**config.mk**
```make
export PLATFORM = sky130hd
export DESIGN_NAME = enc_pulse_out
export DESIGN_NICKNAME = d
export VERILOG_FILES = /design/src/enc_out_pkg.sv /design/src/quad_if.sv /design/src/enc_pulse_out.sv /design/src/origin_gate.sv /design/src/quad_gen.sv
export SDC_FILE = /design/constraint.sdc
export NUM_CORES = 2
export LEC_CHECK = 0
export BUFFER_PORTS_ARGS = -buffer_cell sky130_fd_sc_hd__clkbuf_2
export CAP_MARGIN = 10
export CORE_MARGIN = 2
export CORE_UTILIZATION = 65
export DETAILED_ROUTE_END_ITERATION = 10
export GPL_TIMING_DRIVEN = 0
export PLACE_DENSITY_LB_ADDON = 0.08
export SKIP_CTS_REPAIR_TIMING = 1
export SYNTH_ARGS = -nofsm -noshare
export SYNTH_HDL_FRONTEND = slang
export SYNTH_SLANG_ARGS = --single-unit
```
**constraint.sdc**
```tcl
create_clock -name clk -period 11.7 [get_ports clk]
set_clock_uncertainty 0.05 [all_clocks]
set_input_delay 0 -clock clk [delete_from_list [all_inputs] [get_ports clk]]
set_output_delay 0 -clock clk [all_outputs]
set_load 0.005 [all_outputs]
```
**src/enc_out_pkg.sv**
```systemverilog
package enc_out_pkg;
    // Bus word offsets
    localparam logic [7:0] OFS_CTRL      = 8'h00;
    localparam logic [7:0] OFS_RES       = 8'h04;
    localparam logic [7:0] OFS_PITCH     = 8'h08;
    localparam logic [7:0] OFS_MAXSPD    = 8'h0c;
    localparam logic [7:0] OFS_OFFDLY    = 8'h10;
    localparam logic [7:0] OFS_RUNWAIT   = 8'h14;
    localparam logic [7:0] OFS_BRKSPD    = 8'h18;
    localparam logic [7:0] OFS_STATUS    = 8'h1c;
    localparam logic [7:0] OFS_PITCH_LO  = 8'h20;
    localparam logic [7:0] OFS_PITCH_HI  = 8'h24;
    localparam logic [7:0] OFS_DIVS      = 8'h28;
    // Control register fields
    localparam int CTRL_ORIGIN_BIT  = 0;
    localparam int CTRL_SERIAL_BIT  = 1;
    localparam int CTRL_REVERSE_BIT = 2;
    localparam int CTRL_AUTO_BIT    = 3;
    localparam int CTRL_RESTART_BIT = 8;
    // Status register fields
    localparam int ST_SETERR_BIT = 0;
    localparam int ST_OVSPD_BIT  = 1;
    localparam int ST_BRAKE_BIT  = 2;
    localparam int ST_POWER_BIT  = 3;
    // Values after reset
    localparam logic [12:0] RES_RST     = 13'h0014;
    localparam logic [31:0] PITCH_RST   = 32'h0000_07d0;
    localparam logic [15:0] MAXSPD_RST  = 16'h0032;
    localparam logic [7:0]  OFFDLY_RST  = 8'h00;
    localparam logic [7:0]  RUNWAIT_RST = 8'h32;
    localparam logic [15:0] BRKSPD_RST  = 16'h000a;
    localparam logic [15:0] DIVS_RST    = 16'h0100;
    // Range and upper-limit figures
    localparam logic [12:0] RES_MIN     = 13'h0001;
    localparam logic [12:0] RES_MAX     = 13'h1000;
    localparam logic [7:0]  LIMIT_DIV   = 8'h64;
    localparam logic [7:0]  LIMIT_MUL   = 8'h48;
    // Timing
    localparam int CLK_PERIOD_NS  = 25;
    localparam int BRAKE_UNIT_NS  = 10_000_000;
    localparam int TICK_CYCLES    = BRAKE_UNIT_NS / CLK_PERIOD_NS;
    localparam int NUM_ZERO       = 4;
    typedef enum logic [0:0] {ORIGIN_FWD_ONLY, ORIGIN_BOTH} origin_mode_e;
endpackage : enc_out_pkg

```
**src/quad_if.sv**
```systemverilog
`timescale 1ns/1ps
`default_nettype none
interface quad_if;
    logic step;
    logic dir;
    logic phase_a;
    logic phase_b;
    modport gen (input step, input dir, output phase_a, output phase_b);
    modport ctl (output step, output dir, input phase_a, input phase_b);
endinterface : quad_if
`default_nettype wire

```
**src/enc_pulse_out.sv**
```systemverilog
// Notes on behaviour
// - Direction-sensitive scales may give origin pulses at two positions.
// - Origin gating follows the scale count direction, not the reverse setting.
// - First forward crossing emits a pulse; later crossings emit in both directions.
// - Reverse-first crossing emits nothing until a forward crossing has emitted.
// - Each zero point of a multi-zero scale is gated on its own.
// - Origin mode 0 forward only, 1 both ways; applied at restart.
// - With a serial converter unit, origin pulses pass both directions.
// - Resolution 1 to 4096 edges per pitch, default 20, applied at restart.
// - Feedback counts per pitch are divided down to the resolution in edges.
// - Upper limit is pitch over 100, over max speed, times 72.
// - Out-of-range or over-limit resolution raises the setting error alarm.
// - Speed above the resolution's limit raises the output overspeed alarm.
// - With auto pitch, manual pitch is ignored; recognised pitch is monitored.
// - Servo-off brake timing uses off delay, running wait and speed level.
// - Phases A and B are output 90 degrees apart.
// - Origin pulse is one phase A pulse wide.
// - Reverse direction mode keeps the same output phase form.
`timescale 1ns/1ps
`default_nettype none
module enc_pulse_out #(
    parameter int TICK_CYCLES = enc_out_pkg::TICK_CYCLES  // Cycles per 10 ms unit
) (
    input  wire logic        clk,          // 40 MHz clock
    input  wire logic        nrst,         // Sync reset, active low
    input  wire logic        hsel,         // AHB select
    input  wire logic [31:0] haddr,        // AHB address
    input  wire logic [1:0]  htrans,       // AHB transfer type
    input  wire logic        hwrite,       // AHB write
    input  wire logic [2:0]  hsize,        // AHB size
    input  wire logic [31:0] hwdata,       // AHB write data
    input  wire logic        hready,       // AHB bus ready
    output logic             hreadyout,    // AHB slave ready
    output logic [31:0]      hrdata,       // AHB read data
    output logic             hresp,        // AHB response
    input  wire logic        fb_step,      // One feedback count
    input  wire logic        fb_dir,       // Scale counts up
    input  wire logic        zero_hit,     // Zero point crossed
    input  wire logic [1:0]  zero_id,      // Which zero point
    input  wire logic [31:0] auto_pitch,   // Recognised pitch
    input  wire logic [15:0] motor_speed,  // Speed magnitude
    input  wire logic        servo_on,     // Servo ON command
    output logic             quad_out_a,   // Phase A
    output logic             quad_out_b,   // Phase B
    output logic             origin_out,   // Phase C
    output logic             brake_release_out, // High releases brake
    output logic             motor_power,  // Motor power on
    output logic             alarm_out     // Any alarm
);
    localparam int NZ = enc_out_pkg::NUM_ZERO;
    typedef enum logic [1:0] {BR_OFF, BR_ON, BR_STOP_DLY, BR_RUN_WAIT} brake_e;

    quad_if q ();

    logic        ph_wr_q;
    logic [7:0]  ph_addr_q;
    logic [3:0]  ctrl_q;
    logic        restart_q;
    logic [12:0] res_cfg_q;
    logic [31:0] pitch_cfg_q;
    logic [15:0] maxspd_q;
    logic [7:0]  offdly_q;
    logic [7:0]  runwait_q;
    logic [15:0] brkspd_q;
    logic [15:0] divs_q;
    logic [12:0] res_act_q;
    logic        mode_act_q;
    logic        serial_act_q;
    logic        seterr_q;
    logic        ovspd_q;
    logic [31:0] pitch_eff;
    logic [39:0] lim_lhs;
    logic [39:0] lim_rhs;
    logic [39:0] spd_lhs;
    logic [31:0] acc_q;
    logic [31:0] acc_sum;
    logic        step_q;
    logic        dir_q;
    logic [NZ-1:0] hit_vec;
    logic [NZ-1:0] emit_vec;
    logic        both_dirs;
    logic        pend_q;
    logic        a_prev_q;
    brake_e      br_q;
    logic [31:0] tick_q;
    logic        tick;
    logic [7:0]  units_q;
    logic        wr_en;
    logic        clr_ovspd;

    ////////////////////////////////////////////////////////////////////////
    // Bus slave

    // Zero-wait slave: capture address phase, act in the data phase
    always_ff @(posedge clk) begin
        if (!nrst) begin
            ph_wr_q   <= 1'b0;
            ph_addr_q <= 8'h00;
            hreadyout <= 1'b1;
            hresp     <= 1'b0;
        end else if (hready) begin
            ph_wr_q   <= hsel && htrans[1] && hwrite;
            ph_addr_q <= haddr[7:0];
        end
    end

    assign wr_en     = ph_wr_q;
    assign clr_ovspd = wr_en && ph_addr_q == enc_out_pkg::OFS_STATUS
                       && hwdata[enc_out_pkg::ST_OVSPD_BIT];

    // Configuration writes; restart bit is a one-cycle self-clearing strobe
    always_ff @(posedge clk) begin
        if (!nrst) begin
            ctrl_q      <= 4'h0;
            restart_q   <= 1'b0;
            res_cfg_q   <= enc_out_pkg::RES_RST;
            pitch_cfg_q <= enc_out_pkg::PITCH_RST;
            maxspd_q    <= enc_out_pkg::MAXSPD_RST;
            offdly_q    <= enc_out_pkg::OFFDLY_RST;
            runwait_q   <= enc_out_pkg::RUNWAIT_RST;
            brkspd_q    <= enc_out_pkg::BRKSPD_RST;
            divs_q      <= enc_out_pkg::DIVS_RST;
        end else begin
            restart_q <= 1'b0;
            if (wr_en) begin
                unique case (ph_addr_q)
                    enc_out_pkg::OFS_CTRL: begin
                        ctrl_q    <= hwdata[3:0];
                        restart_q <= hwdata[enc_out_pkg::CTRL_RESTART_BIT];
                    end
                    enc_out_pkg::OFS_RES:     res_cfg_q   <= hwdata[12:0];
                    enc_out_pkg::OFS_PITCH:   pitch_cfg_q <= hwdata;
                    enc_out_pkg::OFS_MAXSPD:  maxspd_q    <= hwdata[15:0];
                    enc_out_pkg::OFS_OFFDLY:  offdly_q    <= hwdata[7:0];
                    enc_out_pkg::OFS_RUNWAIT: runwait_q   <= hwdata[7:0];
                    enc_out_pkg::OFS_BRKSPD:  brkspd_q    <= hwdata[15:0];
                    enc_out_pkg::OFS_DIVS:    divs_q      <= hwdata[15:0];
                    default: ;
                endcase
            end
        end
    end

    // Read data registered in the address phase, unmapped reads as zero
    always_ff @(posedge clk) begin
        if (!nrst) begin
            hrdata <= 32'h0000_0000;
        end else if (hready && hsel && htrans[1] && !hwrite) begin
            unique case (haddr[7:0])
                enc_out_pkg::OFS_CTRL:     hrdata <= {28'h0, ctrl_q};
                enc_out_pkg::OFS_RES:      hrdata <= {19'h0, res_cfg_q};
                enc_out_pkg::OFS_PITCH:    hrdata <= pitch_cfg_q;
                enc_out_pkg::OFS_MAXSPD:   hrdata <= {16'h0, maxspd_q};
                enc_out_pkg::OFS_OFFDLY:   hrdata <= {24'h0, offdly_q};
                enc_out_pkg::OFS_RUNWAIT:  hrdata <= {24'h0, runwait_q};
                enc_out_pkg::OFS_BRKSPD:   hrdata <= {16'h0, brkspd_q};
                enc_out_pkg::OFS_STATUS:   hrdata <= {28'h0, motor_power,
                                              brake_release_out, ovspd_q, seterr_q};
                enc_out_pkg::OFS_PITCH_LO: hrdata <= {16'h0, pitch_eff[15:0]};
                enc_out_pkg::OFS_PITCH_HI: hrdata <= {16'h0, pitch_eff[31:16]};
                enc_out_pkg::OFS_DIVS:     hrdata <= {16'h0, divs_q};
                default:                   hrdata <= 32'h0000_0000;
            endcase
        end
    end

    ////////////////////////////////////////////////////////////////////////
    // Active settings and alarms

    // Mode and resolution only change at restart, so output stays coherent
    always_ff @(posedge clk) begin
        if (!nrst) begin
            res_act_q    <= enc_out_pkg::RES_RST;
            mode_act_q   <= enc_out_pkg::ORIGIN_FWD_ONLY;
            serial_act_q <= 1'b0;
        end else if (restart_q) begin
            res_act_q    <= res_cfg_q;
            mode_act_q   <= ctrl_q[enc_out_pkg::CTRL_ORIGIN_BIT];
            serial_act_q <= ctrl_q[enc_out_pkg::CTRL_SERIAL_BIT];
        end
    end

    // Auto-recognised pitch overrides the manual one
    assign pitch_eff = ctrl_q[enc_out_pkg::CTRL_AUTO_BIT] ? auto_pitch : pitch_cfg_q;

    // res*maxspd*100 <= pitch*72 is the upper limit without a divider
    assign lim_lhs = 40'(res_act_q) * 40'(maxspd_q) * 40'(enc_out_pkg::LIMIT_DIV);
    assign lim_rhs = 40'(pitch_eff) * 40'(enc_out_pkg::LIMIT_MUL);
    assign spd_lhs = 40'(res_act_q) * 40'(motor_speed) * 40'(enc_out_pkg::LIMIT_DIV);

    // Setting error is a live level; overspeed is sticky, cleared by write 1
    always_ff @(posedge clk) begin
        if (!nrst) begin
            seterr_q <= 1'b0;
            ovspd_q  <= 1'b0;
        end else begin
            seterr_q <= res_act_q < enc_out_pkg::RES_MIN
                        || res_act_q > enc_out_pkg::RES_MAX
                        || lim_lhs > lim_rhs;
            if (spd_lhs > lim_rhs) begin
                ovspd_q <= 1'b1;
            end else if (clr_ovspd) begin
                ovspd_q <= 1'b0;
            end
        end
    end

    always_ff @(posedge clk) begin
        if (!nrst) begin
            alarm_out <= 1'b0;
        end else begin
            alarm_out <= seterr_q || ovspd_q;
        end
    end

    ////////////////////////////////////////////////////////////////////////
    // Divider: add resolution per count, step when a pitch's worth passes

    // At most one output edge per feedback count; resolution above the
    // count per pitch is clipped rather than bursting
    assign acc_sum = acc_q + 32'(res_act_q);

    always_ff @(posedge clk) begin
        if (!nrst) begin
            acc_q  <= 32'h0000_0000;
            step_q <= 1'b0;
            dir_q  <= 1'b0;
        end else begin
            step_q <= 1'b0;
            if (fb_step && !seterr_q) begin
                dir_q <= fb_dir;
                if (acc_sum >= 32'(divs_q)) begin
                    acc_q  <= acc_sum - 32'(divs_q);
                    step_q <= 1'b1;
                end else begin
                    acc_q <= acc_sum;
                end
            end
        end
    end

    assign q.step = step_q;
    assign q.dir  = dir_q;

    quad_gen u_quad (
        .clk  (clk),
        .nrst (nrst),
        .q    (q.gen)
    );

    assign quad_out_a = q.phase_a;
    assign quad_out_b = q.phase_b;

    ////////////////////////////////////////////////////////////////////////
    // Origin gating, one gate per zero point

    // Raw scale direction decides; the reverse select is not consulted
    assign both_dirs = mode_act_q || serial_act_q;

    genvar gi;
    generate
        for (gi = 0; gi < NZ; gi++) begin : g_zero
            assign hit_vec[gi] = zero_hit && zero_id == 2'(gi);
            origin_gate u_gate (
                .clk       (clk),
                .nrst      (nrst),
                .hit       (hit_vec[gi]),
                .fwd       (fb_dir),
                .both_dirs (both_dirs),
                .emit      (emit_vec[gi])
            );
        end
    endgenerate

    // Origin waits for the next phase A rise and matches its width, one clock later
    always_ff @(posedge clk) begin
        if (!nrst) begin
            pend_q     <= 1'b0;
            a_prev_q   <= 1'b0;
            origin_out <= 1'b0;
        end else begin
            a_prev_q <= q.phase_a;
            if (|emit_vec) begin
                pend_q <= 1'b1;
            end else if (pend_q && q.phase_a && !a_prev_q) begin
                pend_q <= 1'b0;
            end
            if (pend_q && q.phase_a && !a_prev_q) begin
                origin_out <= 1'b1;
            end else if (!q.phase_a) begin
                origin_out <= 1'b0;
            end
        end
    end

    ////////////////////////////////////////////////////////////////////////
    // Brake and motor power sequencing

    // 10 ms tick, only running while a timed state waits
    assign tick = tick_q == 32'(TICK_CYCLES - 1);

    always_ff @(posedge clk) begin
        if (!nrst) begin
            tick_q <= 32'h0000_0000;
        end else if (br_q == BR_STOP_DLY || br_q == BR_RUN_WAIT) begin
            tick_q <= tick ? 32'h0000_0000 : tick_q + 32'h0000_0001;
        end else begin
            tick_q <= 32'h0000_0000;
        end
    end

    // Stopped: brake first, power after the delay. Moving or alarm:
    // power drops at once, brake waits for low speed or the wait time
    always_ff @(posedge clk) begin
        if (!nrst) begin
            br_q              <= BR_OFF;
            units_q           <= 8'h00;
            brake_release_out <= 1'b0;
            motor_power       <= 1'b0;
        end else begin
            unique case (br_q)
                BR_OFF: begin
                    if (servo_on && !alarm_out) begin
                        br_q              <= BR_ON;
                        brake_release_out <= 1'b1;
                        motor_power       <= 1'b1;
                    end
                end
                BR_ON: begin
                    units_q <= 8'h00;
                    if (alarm_out || (!servo_on && motor_speed >= brkspd_q)) begin
                        br_q        <= BR_RUN_WAIT;
                        motor_power <= 1'b0;
                    end else if (!servo_on) begin
                        br_q              <= BR_STOP_DLY;
                        brake_release_out <= 1'b0;
                    end
                end
                BR_STOP_DLY: begin
                    if (tick) begin
                        units_q <= units_q + 8'h01;
                    end
                    if (alarm_out || units_q >= offdly_q) begin
                        br_q        <= BR_OFF;
                        motor_power <= 1'b0;
                    end
                end
                BR_RUN_WAIT: begin
                    if (tick) begin
                        units_q <= units_q + 8'h01;
                    end
                    if (motor_speed < brkspd_q || units_q >= runwait_q) begin
                        br_q              <= BR_OFF;
                        brake_release_out <= 1'b0;
                    end
                end
            endcase
        end
    end
endmodule : enc_pulse_out
`default_nettype wire

```
**src/origin_gate.sv**
```systemverilog
`timescale 1ns/1ps
`default_nettype none
module origin_gate (
    input  wire logic clk,        // System clock
    input  wire logic nrst,       // Sync reset, active low
    input  wire logic hit,        // Zero point crossed
    input  wire logic fwd,        // Scale counted up at crossing
    input  wire logic both_dirs,  // Pass reverse crossings too
    output logic      emit        // Origin request pulse
);
    logic seen_fwd_q;

    // Forward crossing arms reverse crossings until the next reset
    always_ff @(posedge clk) begin
        if (!nrst) begin
            seen_fwd_q <= 1'b0;
        end else if (hit && fwd) begin
            seen_fwd_q <= 1'b1;
        end
    end

    // Reverse crossing before any forward one is swallowed unless both_dirs is set
    always_ff @(posedge clk) begin
        if (!nrst) begin
            emit <= 1'b0;
        end else begin
            emit <= hit && (fwd || both_dirs || seen_fwd_q);
        end
    end
endmodule : origin_gate
`default_nettype wire

```
**src/quad_gen.sv**
```systemverilog
`timescale 1ns/1ps
`default_nettype none
module quad_gen (
    input  wire logic clk,   // System clock
    input  wire logic nrst,  // Sync reset, active low
    quad_if.gen       q      // Step in, phases out
);
    logic [1:0] cnt_q;
    logic [1:0] cnt_d;

    // One output edge per step; gray walk keeps A and B 90 degrees apart
    always_comb begin
        cnt_d = cnt_q;
        if (q.step) begin
            cnt_d = q.dir ? cnt_q + 2'h1 : cnt_q - 2'h1;
        end
    end

    // Phases come straight from flops
    always_ff @(posedge clk) begin
        if (!nrst) begin
            cnt_q     <= 2'h0;
            q.phase_a <= 1'b0;
            q.phase_b <= 1'b0;
        end else begin
            cnt_q     <= cnt_d;
            q.phase_a <= cnt_d[1];
            q.phase_b <= cnt_d[1] ^ cnt_d[0];
        end
    end
endmodule : quad_gen
`default_nettype wire

```
==> impl_metrics.py <==
metrics = {
    "cts": {
        "cts_buffers": 26,
        "clk_latency_ns": 0.56,
        "cts_buffer_depth": 3,
        "clk_root_buffer_cell": "clkbuf_16",
        "h-tree-depth": 1,
        "cts_sinks": 265,
        "clkTransAtPathRegs_ns": 0.07,
        "cts_tree": "built",
    },
    "global_routing": {
        "grt_use_total_pct": 38.2,
        "first_global_vias": 31239,
        "overflow": 0,
        "grt_start_max_net_pins": 16,
        "grt_antenna_before_repair": 1,
        "grt_pass1_wl_um": 176000,
    },
    "drt": {
        "antenna_left": 0,
        "drt-initial-drc-count": 3335,
        "vias": 32468,
        "drt-met1-wl_um": 47900,
        "drt_wl_total_um": 113000,
        "wl_met3_um": 11800,
        "dr_wl_met2_um": 49700,
        "via_per_inst": 5.95,
        "drt-pass1-iter-count": 11,
        "wl_per_cell_um": 20.8,
        "drc": 8,
        "top_layer": "met5",
    },
    "power": {
        "p_clk_share_pct": 19.4,
        "switching_power_mw": 2.16,
        "pwr-share-seq_pct": 20.9,
        "vdd_ir_drop_max_uv": 135,
        "power.leakage_nw": 20.3,
        "combPwrFrac_pct": 59.7,
        "powerDensity_nw_per_um2": 123,
        "p_int_mw": 2.76,
        "p_sw_share_pct": 43.8,
    },
    "synth": {
        "synth_ff_type": "dfxtp_1",
        "yosys.area.top_type_share_pct": 19.5,
        "syn-cell-area_sq_um": 36800,
        "syn-num-nets": 5475,
        "yosysSeqAreaShare_pct": 14.4,
        "synth_edf_count": 0,
        "syn_inst": 4466,
        "synth_largest_area_cell": "fa_1",
        "ys_types": 91,
        "ys_top_cells_by_count": "inv_1 (697), nand2_1 (541), ha_1 (522), fa_1 (359), dfxtp_1 (265)",
        "synthTopCellsByArea": "fa_1 (20%), ha_1 (18%), dfxtp_1 (14%)",
        "yosysMostFrequentCell": "inv_1",
        "async_reset_ff_share_pct": 0,
        "ys_ff_latch": 265,
        "avgSynthCellArea_sq_um": 8.25,
        "yosys_warnings": 0,
    },
    "setup_path": {
        "reg2reg_setup_slack_ns": 0.24,
        "cp.required_ns": 12.10,
        "crit_slowest_cell": "dfxtp_1",
        "crit_fanout": 10,
        "crit_arrival_ns": 11.86,
        "critPathBufInv": 7,
        "regToRegStartpoint": "res_act_q[7]",
        "critPathLaunchType": "register",
        "cp_top_family": "adder cells",
        "endpoint_kind": "register",
        "critPathMaxStageDelay_ns": 0.63,
        "critPathKind": "reg2reg",
        "worstReg2RegEnd": "ovspd_q",
        "r2r_cells": 40,
    },
    "die": {
        "dieHeight_um": 242,
        "dieArea_sq_um": 58600,
        "coreArea_sq_um": 56200,
        "initial_core_util_pct": 65.6,
        "chipWidth_um": 242,
        "io_pins": 168,
        "rows": 87,
    },
    "timing": {
        "slew_violations": 0,
        "setup_viol": 0,
        "timing.final.crit_period_ns": 11.46,
        "fin_crit_sh_pct": 97.9,
        "tightest_slew_ns": 1.10,
        "rsz0062_at_grt": "yes",
        "finalHoldViolCount": 6,
        "max_freq_mhz": 87.3,
        "slew_headroom_pct": 25.9,
        "whs_ns": -0.00774,
    },
    "place": {
        "dp_hpwl_um": 91900,
        "dp_cells": 5354,
        "globalplace.congestion": 0.998,
        "io_buffers": 132,
    },
    "hold_path": {
        "hold_path.startpoint": "nrst",
        "min_path_cells": 4,
        "min_to": "acc_q[17]",
        "hold_path.class": "in2reg",
    },
    "finish": {
        "fin_cells": 5455,
        "postLayoutCoreUtil_pct": 71.3,
        "drive_gt1_share_pct": 6.45,
        "area_growth_pct": 8.69,
        "layout.nets": 5686,
    },
    "outcome": {
        "status": "complete, but fails checks",
        "violations": "design-rule violations, negative hold slack",
    },
    "flow_run": {
        "drv_cap": 0,
    },
}
tightest hold or removal path, delay by kind of cell:
| family | cells | cell delay (ns) |
|---|---|---|
| mux | 1 | 0.06 |
| buf+inv | 2 | 0.34 |
| simple gates | 1 | 0.15 |
per-stage QoR:
step | total power, mW | worst slack [ns] | TNS, ns | area (sq um)
after global routing | 5.32 | -0.0452 | -0.0452 | 40000
after global placement | 3.83 | -0.00925 | -0.00925 | 38500
after CTS | 4.83 | -0.0728 | -0.0728 | 39400
after floorplan | 3.21 | 2.31 | 0 | 36800
after detailed placement | 3.87 | -0.0267 | -0.0267 | 38500
final | 4.92 | 0.243 | 0 | 40100
cell families after synthesis:
family                   after synthesis  share of synthesized area (%)
AND/OR/NAND/NOR                     1368                           17.7
adder cells (fa/ha/maj)              881                           37.2
buffers and inverters                880                           9.06
AO/OA/AOI/OAI                        726                           12.9
flip-flops                           265                           14.4
XOR/XNOR                             212                           5.04
multiplexers                         132                           3.68
other                                  2                         0.0204
routing by layer:
metal / vias to the layer above / GRT usage [%]
li1: 15105 / -
met3: 247 / 8.06
met2: 1514 / 58.9
met1: 15600 / 54.0
met5: - / 0
met4: 2 / 11.2
power groups by stage:
stage	combinational [mW]	clock, mW	sequential, mW
finish	2.93	0.956	1.03
global route	3.30	0.987	1.03
CTS	2.85	0.948	1.03
detailed placement	2.83	0	1.04
global placement	2.78	0	1.04
floorplan	2.19	0	1.03
worst max path at each step:
| stage | endpoint | cells after the start | start | slack, ns |
|---|---|---|---|---|
| 4_1_cts | ovspd_q | 40 | res_act_q[12] | -0.07 |
| 6_report | ovspd_q | 40 | res_act_q[7] | 0.24 |
| 5_1_grt | ovspd_q | 42 | res_act_q[12] | -0.05 |
| 3_5_place_dp | ovspd_q | 40 | res_act_q[12] | -0.03 |
| 3_3_place_gp | ovspd_q | 40 | res_act_q[12] | -0.009 |
| 2_1_floorplan | seterr_q | 40 | res_act_q[12] | 2.31 |
registers in the layout, summed over array words and instances, names as in the netlist, 4 cells and up:
register / flops
maxspd_q: 16
res_act_q: 13
acc_q: 32
res_cfg_q: 13
hrdata: 32
offdly_q: 8
divs_q: 16
g_zero.u_gate.emit: 4
tick_q: 32
brkspd_q: 16
runwait_q: 8
units_q: 8
ph_addr_q: 8
g_zero.u_gate.seen_fwd_q: 4
ctrl_q: 4
pitch_cfg_q: 32
cell type report:
cell class | count | area, sq um
Antenna cell | 2 | 5.00
Buffer | 182 | 761
Clock buffer | 35 | 776
Clock inverter | 13 | 185
Fill cell | 4705 | 16100
Inverter | 698 | 2620
Multi-Input combinational cell | 3321 | 28300
Sequential cell | 265 | 5310
Tap cell | 756 | 946
Timing Repair Buffer | 183 | 1170
cells in the final DEF (no fill, tap or decap), types with 30 or more instances in the layout:
cell / synthesis / final
inv_1: 697 / 697
nand2_1: 541 / 541
ha_1: 522 / 522
fa_1: 359 / 359
dfxtp_1: 265 / 261
nor2_1: 251 / 251
a21oi_1: 251 / 250
and2_1: 209 / 209
clkbuf_2: 0 / 166
clkbuf_1: 161 / 128
xnor2_1: 125 / 123
o21ai_0: 106 / 104
mux2i_1: 104 / 104
a21o_1: 96 / 96
nand3_1: 91 / 91
xor2_1: 87 / 85
dlygate4sd3_1: 0 / 51
nand2b_1: 40 / 40
nor3_1: 40 / 40
nand4_1: 39 / 39
and3_1: 33 / 33
nor2b_1: 30 / 30
Note: power is estimated with default switching activity, not from simulation.
